**src/design/pieb_pkg.sv**
```systemverilog
package pieb_pkg;

  localparam int PIEB_DATA_W = 8;
  localparam int PIEB_ADDR_W = 4;
  localparam int PIEB_NUM_EN = 5;

  // register offsets on the plain register port
  localparam logic [3:0] OFS_CLK_CONV_EN = 4'h0;
  localparam logic [3:0] OFS_ZC_CMP_EN = 4'h1;
  localparam logic [3:0] OFS_SERIAL_EN = 4'h2;
  localparam logic [3:0] OFS_TIMER_EN = 4'h3;
  localparam logic [3:0] OFS_CELL_GATE_EN = 4'h4;
  localparam logic [3:0] OFS_IRQ_CONTROL = 4'h5;
  localparam logic [3:0] OFS_IRQ_STATUS = 4'h6;
  localparam logic [3:0] OFS_IRQ_MASK = 4'h7;
  localparam logic [3:0] OFS_PENDING = 4'h8;
  localparam logic [3:0] OFS_FLAG_FIRST = 4'h9;
  localparam logic [3:0] OFS_FLAG_LAST = 4'hD;

  // bank indices
  localparam int IDX_CLK_CONV = 0;
  localparam int IDX_ZC_CMP = 1;
  localparam int IDX_SERIAL = 2;
  localparam int IDX_TIMER = 3;
  localparam int IDX_CELL_GATE = 4;

  // field positions
  localparam int OSC_FAIL_BIT = 7;
  localparam int CLK_SWITCH_BIT = 6;
  localparam int CONV_THRESHOLD_BIT = 1;
  localparam int CONV_DONE_BIT = 0;
  localparam int ZERO_CROSS_BIT = 6;
  localparam int CMP_TWO_BIT = 1;
  localparam int CMP_ONE_BIT = 0;
  localparam int ASYNC_RX_BIT = 5;
  localparam int ASYNC_TX_BIT = 4;
  localparam int PORT_TWO_COLL_BIT = 3;
  localparam int PORT_TWO_EVT_BIT = 2;
  localparam int PORT_ONE_COLL_BIT = 1;
  localparam int PORT_ONE_EVT_BIT = 0;
  localparam int TIMER_SIX_BIT = 5;
  localparam int TIMER_FIVE_BIT = 4;
  localparam int TIMER_FOUR_BIT = 3;
  localparam int TIMER_THREE_BIT = 2;
  localparam int TIMER_TWO_BIT = 1;
  localparam int TIMER_ONE_BIT = 0;
  localparam int CELL_FOUR_BIT = 7;
  localparam int CELL_THREE_BIT = 6;
  localparam int CELL_TWO_BIT = 5;
  localparam int CELL_ONE_BIT = 4;
  localparam int GATE_FIVE_BIT = 2;
  localparam int GATE_THREE_BIT = 1;
  localparam int GATE_ONE_BIT = 0;
  localparam int GLOBAL_EN_BIT = 7;
  localparam int PERIPH_EN_BIT = 6;
  localparam int ST_REQ_RISE_BIT = 0;
  localparam int ST_BLOCKED_BIT = 1;
  localparam int ST_CPU_RISE_BIT = 2;

  // implemented bits; the rest ignore writes and read as zero
  localparam logic [7:0] MASK_CLK_CONV = 8'hC3;
  localparam logic [7:0] MASK_ZC_CMP = 8'h43;
  localparam logic [7:0] MASK_SERIAL = 8'h3F;
  localparam logic [7:0] MASK_TIMER = 8'h3F;
  localparam logic [7:0] MASK_CELL_GATE = 8'hF7;
  localparam logic [7:0] MASK_CONTROL = 8'hC0;
  localparam logic [7:0] MASK_STATUS = 8'h07;

  localparam logic [7:0] RESET_ENABLE = 8'h00;
  localparam logic [7:0] RESET_CONTROL = 8'h00;
  localparam logic [7:0] RESET_STATUS = 8'h00;
  localparam logic [7:0] RESET_MASK = 8'h00;

  typedef struct packed {
    logic wr;
    logic rd;
    logic [PIEB_ADDR_W-1:0] addr;
    logic [PIEB_DATA_W-1:0] wdata;
  } pieb_bus_req_t;

  typedef logic [PIEB_NUM_EN-1:0][PIEB_DATA_W-1:0] pieb_bank_t;

  function automatic logic [7:0] pieb_impl_mask(input logic [2:0] idx);
    case (idx)
      3'h0: pieb_impl_mask = MASK_CLK_CONV;
      3'h1: pieb_impl_mask = MASK_ZC_CMP;
      3'h2: pieb_impl_mask = MASK_SERIAL;
      3'h3: pieb_impl_mask = MASK_TIMER;
      3'h4: pieb_impl_mask = MASK_CELL_GATE;
      default: pieb_impl_mask = 8'h00;
    endcase
  endfunction

endpackage

```
**src/design/pieb_enable_bank.sv**
```systemverilog
// The placing of the registers and the strobed register port were left to the implementer.
`timescale 1ns/10ps
module pieb_enable_bank
  import pieb_pkg::*;
(
  input wire logic ref_clk_i,
  input wire logic reset_n_i,
  input wire pieb_bus_req_t bus_i,
  output logic [PIEB_DATA_W-1:0] rd_data_o,
  input wire pieb_bank_t src_flag_i,
  output logic periph_req_o,
  output logic cpu_irq_req_o,
  output logic irq_o
);

  pieb_bank_t en_bank;
  pieb_bank_t next_en_bank;
  logic [7:0] irq_ctrl;
  logic [7:0] irq_status;
  logic [7:0] irq_mask;
  logic blocked;

  // address decode
  wire en_addr = (bus_i.addr <= OFS_CELL_GATE_EN);
  wire flag_addr = (bus_i.addr >= OFS_FLAG_FIRST) && (bus_i.addr <= OFS_FLAG_LAST);
  wire [2:0] en_idx = bus_i.addr[2:0];
  wire [3:0] flag_off = bus_i.addr - OFS_FLAG_FIRST;
  wire [2:0] flag_idx = flag_off[2:0];
  wire wr_ctrl = bus_i.wr && (bus_i.addr == OFS_IRQ_CONTROL);
  wire wr_mask = bus_i.wr && (bus_i.addr == OFS_IRQ_MASK);
  wire rd_status = bus_i.rd && (bus_i.addr == OFS_IRQ_STATUS);

  // named enable fields
  wire osc_fail_irq_en = en_bank[IDX_CLK_CONV][OSC_FAIL_BIT];
  wire clk_switch_done_irq_en = en_bank[IDX_CLK_CONV][CLK_SWITCH_BIT];
  wire conv_threshold_irq_en = en_bank[IDX_CLK_CONV][CONV_THRESHOLD_BIT];
  wire conv_done_irq_en = en_bank[IDX_CLK_CONV][CONV_DONE_BIT];
  wire zero_cross_irq_en = en_bank[IDX_ZC_CMP][ZERO_CROSS_BIT];
  wire comparator_two_irq_en = en_bank[IDX_ZC_CMP][CMP_TWO_BIT];
  wire comparator_one_irq_en = en_bank[IDX_ZC_CMP][CMP_ONE_BIT];
  wire async_rx_irq_en = en_bank[IDX_SERIAL][ASYNC_RX_BIT];
  wire async_tx_irq_en = en_bank[IDX_SERIAL][ASYNC_TX_BIT];
  wire port_two_collision_irq_en = en_bank[IDX_SERIAL][PORT_TWO_COLL_BIT];
  wire port_two_event_irq_en = en_bank[IDX_SERIAL][PORT_TWO_EVT_BIT];
  wire port_one_collision_irq_en = en_bank[IDX_SERIAL][PORT_ONE_COLL_BIT];
  wire port_one_event_irq_en = en_bank[IDX_SERIAL][PORT_ONE_EVT_BIT];
  wire timer_six_match_irq_en = en_bank[IDX_TIMER][TIMER_SIX_BIT];
  wire timer_five_ovf_irq_en = en_bank[IDX_TIMER][TIMER_FIVE_BIT];
  wire timer_four_match_irq_en = en_bank[IDX_TIMER][TIMER_FOUR_BIT];
  wire timer_three_ovf_irq_en = en_bank[IDX_TIMER][TIMER_THREE_BIT];
  wire timer_two_match_irq_en = en_bank[IDX_TIMER][TIMER_TWO_BIT];
  wire timer_one_ovf_irq_en = en_bank[IDX_TIMER][TIMER_ONE_BIT];
  wire logic_cell_four_irq_en = en_bank[IDX_CELL_GATE][CELL_FOUR_BIT];
  wire logic_cell_three_irq_en = en_bank[IDX_CELL_GATE][CELL_THREE_BIT];
  wire logic_cell_two_irq_en = en_bank[IDX_CELL_GATE][CELL_TWO_BIT];
  wire logic_cell_one_irq_en = en_bank[IDX_CELL_GATE][CELL_ONE_BIT];
  wire timer_five_gate_irq_en = en_bank[IDX_CELL_GATE][GATE_FIVE_BIT];
  wire timer_three_gate_irq_en = en_bank[IDX_CELL_GATE][GATE_THREE_BIT];
  wire timer_one_gate_irq_en = en_bank[IDX_CELL_GATE][GATE_ONE_BIT];
  wire global_irq_en = irq_ctrl[GLOBAL_EN_BIT];
  wire periph_irq_master_en = irq_ctrl[PERIPH_EN_BIT];

  // writes keep only implemented bits
  for (genvar g = 0; g < PIEB_NUM_EN; g++) begin : g_en
    wire hit = bus_i.wr && (bus_i.addr == 4'(g));
    assign next_en_bank[g] = hit ? (bus_i.wdata & pieb_impl_mask(3'(g))) : en_bank[g];
  end

  // flags are never altered here, only qualified
  pieb_bank_t gated;
  logic [PIEB_NUM_EN-1:0] pending;
  for (genvar g = 0; g < PIEB_NUM_EN; g++) begin : g_gate
    assign gated[g] = src_flag_i[g] & en_bank[g];
    assign pending[g] = |gated[g];
  end

  wire any_pending = |pending;
  wire next_periph_req = any_pending && periph_irq_master_en;
  wire next_cpu_req = next_periph_req && global_irq_en;
  wire next_blocked = any_pending && !next_cpu_req;

  // events for the block's own status register
  logic [7:0] events;
  assign events = 8'((next_periph_req && !periph_req_o) << ST_REQ_RISE_BIT)
                | 8'((next_blocked && !blocked) << ST_BLOCKED_BIT)
                | 8'((next_cpu_req && !cpu_irq_req_o) << ST_CPU_RISE_BIT);
  // set wins over the read clear so no edge is lost
  wire [7:0] next_status = ((rd_status ? 8'h00 : irq_status) | events) & MASK_STATUS;
  wire next_irq = |(next_status & irq_mask);

  // read selection
  wire [7:0] rd_en_val = en_bank[en_idx] & pieb_impl_mask(en_idx);
  wire [7:0] rd_flag_val = src_flag_i[flag_idx];
  wire [7:0] rd_sel = en_addr ? rd_en_val :
                      flag_addr ? rd_flag_val :
                      (bus_i.addr == OFS_IRQ_CONTROL) ? irq_ctrl :
                      (bus_i.addr == OFS_IRQ_STATUS) ? irq_status :
                      (bus_i.addr == OFS_IRQ_MASK) ? irq_mask :
                      (bus_i.addr == OFS_PENDING) ? 8'(pending) : 8'h00;
  wire [7:0] next_rd_data = bus_i.rd ? rd_sel : 8'h00;

  always_ff @(posedge ref_clk_i or negedge reset_n_i) begin
    if (!reset_n_i) begin
      en_bank <= {PIEB_NUM_EN{RESET_ENABLE}};
      irq_ctrl <= RESET_CONTROL;
      irq_mask <= RESET_MASK;
      irq_status <= RESET_STATUS;
    end else begin
      en_bank <= next_en_bank;
      irq_status <= next_status;
      if (wr_ctrl) begin
        irq_ctrl <= bus_i.wdata & MASK_CONTROL;
      end
      if (wr_mask) begin
        irq_mask <= bus_i.wdata & MASK_STATUS;
      end
    end
  end

  // outputs registered; one cycle from flag to request
  always_ff @(posedge ref_clk_i or negedge reset_n_i) begin
    if (!reset_n_i) begin
      periph_req_o <= 1'b0;
      cpu_irq_req_o <= 1'b0;
      blocked <= 1'b0;
      irq_o <= 1'b0;
      rd_data_o <= 8'h00;
    end else begin
      periph_req_o <= next_periph_req;
      cpu_irq_req_o <= next_cpu_req;
      blocked <= next_blocked;
      irq_o <= next_irq;
      rd_data_o <= next_rd_data;
    end
  end
endmodule

```
**config.mk**
```make
export PLATFORM = sky130hd
export DESIGN_NAME = pieb_enable_bank
export DESIGN_NICKNAME = d
export VERILOG_FILES = /design/src/design/pieb_pkg.sv /design/src/design/pieb_enable_bank.sv
export SDC_FILE = /design/constraint.sdc
export NUM_CORES = 1
export LEC_CHECK = 0
export BUFFER_PORTS_ARGS = -buffer_cell sky130_fd_sc_hd__buf_2
export CAP_MARGIN = 20
export CORE_UTILIZATION = 54
export CTS_CLUSTER_SIZE = 25
export DETAILED_ROUTE_END_ITERATION = 8
export PLACE_DENSITY = 0.81
export SLEW_MARGIN = 10
export SYNTH_ARGS = -nofsm -noshare
export SYNTH_HDL_FRONTEND = slang
export SYNTH_SLANG_ARGS = --single-unit
```
**constraint.sdc**
```tcl
create_clock -name ref_clk_i -period 2.3 [get_ports ref_clk_i]
set_input_delay 0.23 -clock ref_clk_i [delete_from_list [all_inputs] [get_ports ref_clk_i]]
set_output_delay 0.23 -clock ref_clk_i [all_outputs]
set_load 0.05 [all_outputs]
```
# Word level (Yosys, flattened, before mapping)
# Cells that the tools add are included.
# totals
reg_bits	46
input_bits	56
out_inout_bits	11
wordCells	83
# classes
addsub	1
magnitude_cmp	5
n_eq_ne	12
n_mux	13
bitwise	10
n_reduce_logical	29
# op_table
cell	n
8-bit binary-select mux with 3-bit select	2
8-bit two-way mux	6
8-bit OR reduction	6
40-bit OR reduction	1
8-bit one-hot mux with 4 select lines	1
8-bit bitwise AND	3
8-bit by 6-bit bitwise AND with 8-bit output	2
4-bit by 3-bit == test with 1-bit output, second input constant	4
1-bit logical AND	15
5-bit two-way mux	3
8-bit by 7-bit bitwise AND with 8-bit output	1
4-bit by 2-bit == test with 1-bit output, second input constant	2
3-bit by 4-bit less-than comparator with 1-bit output, second input constant	2
3-bit by 2-bit == test with 1-bit output, second input constant	2
4-bit by 1-bit == test with 1-bit output, second input constant	1
4-bit == test, second input constant	1
4-bit greater-or-equal comparator, second input constant	1
4-bit by 3-bit <= comparator with 1-bit output, second input constant	1
4-bit <= comparator, second input constant	1
1-bit zero test	4
4-bit zero test	1
3-bit bitwise AND	1
3-bit by 1-bit == test with 1-bit output, second input constant	1
3-bit == test, second input constant	1
7 further kinds	7

# Logic depth before layout (Yosys ltp)
# depth
word_depth	12
mapped_depth	10
ltp_nobuf	7

# Worst setup path after synthesis
# OpenSTA, ideal clock, no wires.
# synth_timing
kind	input port to flip-flop
startpoint	input bus_i[8] (netlist bit)
endpoint	register rd_data_o[6]
setup_time_ns	0.120
arrival_ns	1.942
t_required_ns	2.180
setup_slack_ns	0.239
stages	10
path_buffers	3
path_cell_list	buf_2 -> inv_1 -> ha_1 -> buf_2 -> and2_0 -> clkbuf_1 -> nand3_1 -> a21oi_1 -> a311o_1 -> and3_1
# synth_via
elab_chain_cells	6
elab_cells_between_ends	22
cone_classes	1 x add/sub; 3 x order compare; 5 x eq/ne; 9 x mux; 1 x bitwise; 3 x reduce/logical
# synth_rtl
item	line_no	source
start, declared	pieb_enable_bank.sv:8	input wire pieb_bus_req_t bus_i,
3-bit by 1-bit subtractor with 3-bit output or 3-bit by 2-bit == test with 1-bit output (tied branches)	pieb_enable_bank.sv:27, pieb_pkg.sv:84	
8-bit binary-select mux with 3-bit select or 2-bit OR reduction (tied branches)	n/a	
8-bit two-way mux (not written as such) or 8-bit one-hot mux with 4 select lines (tied branches)	pieb_enable_bank.sv:93, pieb_pkg.sv:84	
8-bit two-way mux or 8-bit bitwise AND (tied branches)	pieb_enable_bank.sv:95, pieb_enable_bank.sv:92	
8-bit two-way mux (*)	pieb_enable_bank.sv:94	wire [7:0] rd_sel = en_addr ? rd_en_val :
8-bit two-way mux (*)	pieb_enable_bank.sv:100	wire [7:0] next_rd_data = bus_i.rd ? rd_sel : 8'h00;
named net next_rd_data[6]	pieb_enable_bank.sv:100	
end signal, assigned	pieb_enable_bank.sv:133	rd_data_o <= next_rd_data;
end, declared	pieb_enable_bank.sv:9	output logic [PIEB_DATA_W-1:0] rd_data_o,
# The timed path passes the listed nets; every way through them passes the cells marked *. The select of a mux whose other input is x is not followed.
# A chain may end at the register's enable or synchronous reset.

# Worst setup path in the final report
# layout_timing
startpoint	register en_bank[14] (netlist bit)
endpoint	register irq_o
# layout_via
elab_chain_cells	12
elab_cells_between_ends	14
cone_classes	5 x bitwise; 9 x reduce/logical
# layout_rtl
item	line_no	source
start, declared	pieb_enable_bank.sv:16	pieb_bank_t en_bank;
start signal, assigned	pieb_enable_bank.sv:104	en_bank <= {PIEB_NUM_EN{RESET_ENABLE}};
start signal, assigned	pieb_enable_bank.sv:109	en_bank <= next_en_bank;
8-bit by 7-bit bitwise AND with 8-bit output (*)	pieb_enable_bank.sv:73	assign gated[g] = src_flag_i[g] & en_bank[g];
40-bit OR reduction (*)	pieb_enable_bank.sv:77	wire any_pending = |pending;
1-bit logical AND	pieb_enable_bank.sv:78	wire next_periph_req = any_pending && periph_irq_master_en;
1-bit logical AND	pieb_enable_bank.sv:79	wire next_cpu_req = next_periph_req && global_irq_en;
1-bit zero test	pieb_enable_bank.sv:80	wire next_blocked = any_pending && !next_cpu_req;
1-bit logical AND	pieb_enable_bank.sv:80	
1-bit logical AND	pieb_enable_bank.sv:85	| 8'((next_blocked && !blocked) << ST_BLOCKED_BIT)
1-bit by 2-bit bitwise OR with 2-bit output	pieb_enable_bank.sv:85	
2-bit by 3-bit bitwise OR with 3-bit output (*)	pieb_enable_bank.sv:86	| 8'((next_cpu_req && !cpu_irq_req_o) << ST_CPU_RISE_BIT);
3-bit bitwise OR (*)	pieb_enable_bank.sv:88	wire [7:0] next_status = ((rd_status ? 8'h00 : irq_status) | events) & MASK_STATUS;
3-bit bitwise AND (*)	pieb_enable_bank.sv:89	wire next_irq = |(next_status & irq_mask);
8-bit OR reduction (*)	pieb_enable_bank.sv:89	
named net next_irq	pieb_enable_bank.sv:89	
end signal, assigned	pieb_enable_bank.sv:132	irq_o <= next_irq;
end, declared	pieb_enable_bank.sv:13	output logic irq_o
# The timed path passes the listed nets; every way through them passes the cells marked *.

==> flow_metrics.py <==
metrics = {
    "place": {
        "hpwl_um": 6093,
        "gp_congestion": 0.9655,
        "dpl.cell_count": 376,
        "numPortBuffers": 66,
    },
    "floorplan": {
        "core_um2": 4786,
        "die-area_um2": 5358,
        "start_util_pct": 57.20,
        "io_pins": 67,
        "fp.dieW_um": 73.20,
        "placementRows": 25,
        "die_h_um": 73.20,
    },
    "cts": {
        "cts_tree": "done",
        "clk_pin_slew_worst_paths_ns": 0.09,
        "cts_buffers": 5,
        "clockBufferDepth": 2,
        "cts_max_level": 2,
        "cts.sinks": 46,
        "cts_root_buffer": "clkbuf_8",
        "clk_latency_ns": 0.30,
        "post-cts-setup-buffer-count": 0,
    },
    "power_and_ir_drop": {
        "power_frac_clock_pct": 24.7,
        "power_leakage_uw": 0.001507,
        "pwr-share-seq_pct": 46.2,
        "combinationalPowerShare_pct": 29.1,
        "p_int_uw": 1634,
        "ir_drop_mv": 0.6153,
        "p_sw_uw": 810.3,
        "power.share.switching_pct": 33.15,
        "powerDensity_nw_per_um2": 742.8,
    },
    "yosys": {
        "syn-instance-count": 246,
        "yosysUniqueCellTypes": 51,
        "synthTopCellsByCount": "46 x dfrtp_1, 25 x mux2_2, 14 x a21oi_1, 13 x nand2_1",
        "synth_fp_nets": 307,
        "netlist_area_um2": 2738,
        "yosysWarnings": 0,
        "synth_edf_count": 0,
        "synth_largest_area_cell": "dfrtp_1",
        "ys_ff_latch": 46,
        "ys_seq_area_share_pct": 42.05,
        "async_reset_ff_share_pct": 100.0,
        "synth_top_area_share_pct": 42.05,
        "ys.flop_type": "dfrtp_1",
        "yosys-top-cells-area": "dfrtp_1 42%, mux2_2 10%, mux4_2 7.4%",
        "yosysMostFrequentCell": "dfrtp_1",
        "syn_area_per_cell_um2": 11.13,
    },
    "timing": {
        "clock_skew_ns": 0.006319,
        "post-route-period-util_pct": 91.98,
        "slew_headroom_pct": 62.12,
        "fmax_ghz": 0.4727,
        "fin_tns_setup_ns": 0,
        "finalSetupViolCount": 0,
        "hold_violations": 0,
        "fin_hold_ws_ns": 0.1734,
        "fin_crit_ns": 2.116,
        "tightest_slew_ns": 0.5682,
        "rsz0062_at_grt": "no",
        "slew_violations": 0,
    },
    "outcome": {
        "status": "finished clean",
    },
    "critical_path": {
        "cp-end-kind": "flop",
        "endpoint": "irq_o$_DFF_PN0_",
        "arrival_ns": 2.31,
        "reg2reg_from": "en_bank[14]$_DFFE_PN0P_",
        "rr_worst_depth": 5,
        "crit_type": "reg -> reg",
        "required_ns": 2.49,
        "crit_chain": "a222oi_1 > and3_1 > and4_1 > nor3b_2 > a221o_1",
        "critPathLaunchType": "flop",
        "crit_slowest_cell": "a222oi_1",
        "path_max_fanout": 6,
        "critPathMaxStageDelay_ns": 0.57,
        "crit_start": "en_bank[14]$_DFFE_PN0P_",
        "regToRegEndpoint": "irq_o$_DFF_PN0_",
        "rrSetupSlack_ns": 0.18,
    },
    "detailed_routing": {
        "drtIter0Drc": 315,
        "avgRoutedWirePerCell_um": 20.41,
        "drt-pass1-iter-count": 6,
        "via_per_inst": 6.595,
        "vias": 2539,
        "ant_nets": 0,
        "drc": 0,
        "routed_wl_um": 7858,
    },
    "global_route": {
        "grt_max_degree": 26,
        "grt.overflow.total": 0,
        "grt_pass1_wl_um": 12360,
        "grt_pass1_vias": 2371,
        "grt_usage_pct": 31.99,
        "antenna_found_initial": 0,
    },
    "cells_and_area": {
        "area_growth_pct": 20.20,
        "n_antenna_cell": 0,
        "final_layout_size_suffix_gt1_share_pct": 38.68,
        "final_cells": 385,
        "layout.nets": 378,
    },
    "job": {
        "drv_cap": 0,
    },
    "min_path": {
        "hold_class": "in -> reg",
    },
}
[metal layers]
layer,GRT usage [%],wire length (um)
met5,0,0
met4,14.16,293
met3,7.182,889
met2,47.33,3456
met1,45.03,3218
[layout by cell type, fill, tap and decap left out, types with 3 or more instances in the layout]
cell	count
buf_2	66
dfrtp_1	46
mux2_2	25
a21oi_1	14
nand2_1	13
a22oi_1	12
nand3_1	12
buf_4	11
mux4_2	9
mux2_1	7
inv_1	6
o21ai_0	6
and3_1	6
and2_1	6
nor2_1	5
o22ai_1	5
ha_1	5
clkbuf_8	5
mux2i_1	4
nor3_1	3
a222oi_1	3
a21o_1	3
a31oi_1	3
nand4_1	3
nor2b_1	3
nand2b_1	3
[final cells by class]
class                           instances  area (um^2)
Tap cell                               67        83.83
Clock inverter                          2        37.54
Timing Repair Buffer                   78        422.9
Inverter                                7        26.28
Clock buffer                            6        72.57
Fill cell                             351         1495
Sequential cell                        46         1151
Multi-Input combinational cell        179         1496
[power by group through the flow]
stage                     Combinational, uW  Sequential [uW]  Clock (uW)
after floorplan                         395             1180           0
after global placement                  681             1140           0
after detailed placement                697             1140           0
after CTS                               702             1130         606
after global routing                    765             1150         638
final                                   711             1130         603
[cells by family (layout without fill, tap and decap cells)]
family	Yosys count	in the layout	share of synthesized area [%]
compound gates	65	65	16.77
xor+xnor	2	2	1.189
fa+ha+maj	5	5	2.285
buf+inv	21	93	3.290
flops	46	46	42.05
mux	45	45	22.03
simple gates	62	62	12.39
[how the worst min path moves through the flow]
stage                   start                     endpoint  slack, ns  cells after the start
global route         bus_i[3]      en_bank[19]$_DFFE_PN0P_       0.17                      2
finish               bus_i[7]      en_bank[39]$_DFFE_PN0P_       0.17                      2
CTS                  bus_i[7]      en_bank[39]$_DFFE_PN0P_       0.17                      2
global placement    reset_n_i      irq_status[2]$_DFF_PN0_       0.22                      1
detailed placement  reset_n_i              irq_o$_DFF_PN0_       0.22                      1
floorplan           reset_n_i  async_rx_irq_en$_DFFE_PN0P_      -0.07                      0
[sequential cells by signal (all words and copies together), names as in the netlist]
signal                  count
irq_ctrl                    2
irq_status                  3
conv_threshold_irq_en       1
comparator_one_irq_en       1
clk_switch_done_irq_en      1
irq_o                       1
comparator_two_irq_en       1
blocked                     1
conv_done_irq_en            1
periph_req_o                1
en_bank                    19
async_tx_irq_en             1
cpu_irq_req_o               1
irq_mask                    3
rd_data_o                   8
async_rx_irq_en             1
[repair_timing]
action                    in CTS  in global routing
gates resized for setup        0                  0
hold buffers                   1                  0
hold endpoints to repair      21                  0
[stage by stage]
| stage | instance area [um^2] | util [%] | setup WS (ns) | total power (uW) |
|---|---|---|---|---|
| final | 3291 | 68.76 | 0.1844 | 2444 |
| after global placement | 3171 | 66.25 | 0.2126 | 1819 |
| after CTS | 3291 | 68.76 | 0.2375 | 2437 |
| after global routing | 3291 | 68.76 | 0.1736 | 2554 |
| after floorplan | 2738 | - | 0.2387 | 1573 |
| after detailed placement | 3171 | 66.25 | 0.1336 | 1842 |
[critical path, delay by kind of cell (launching register included)]
kind             cells  cell delay, ns
AND/OR/NAND/NOR      3            0.70
flip-flops           1            0.39
AO/OA/AOI/OAI        2            0.92
(Power assumes the default switching activity.)
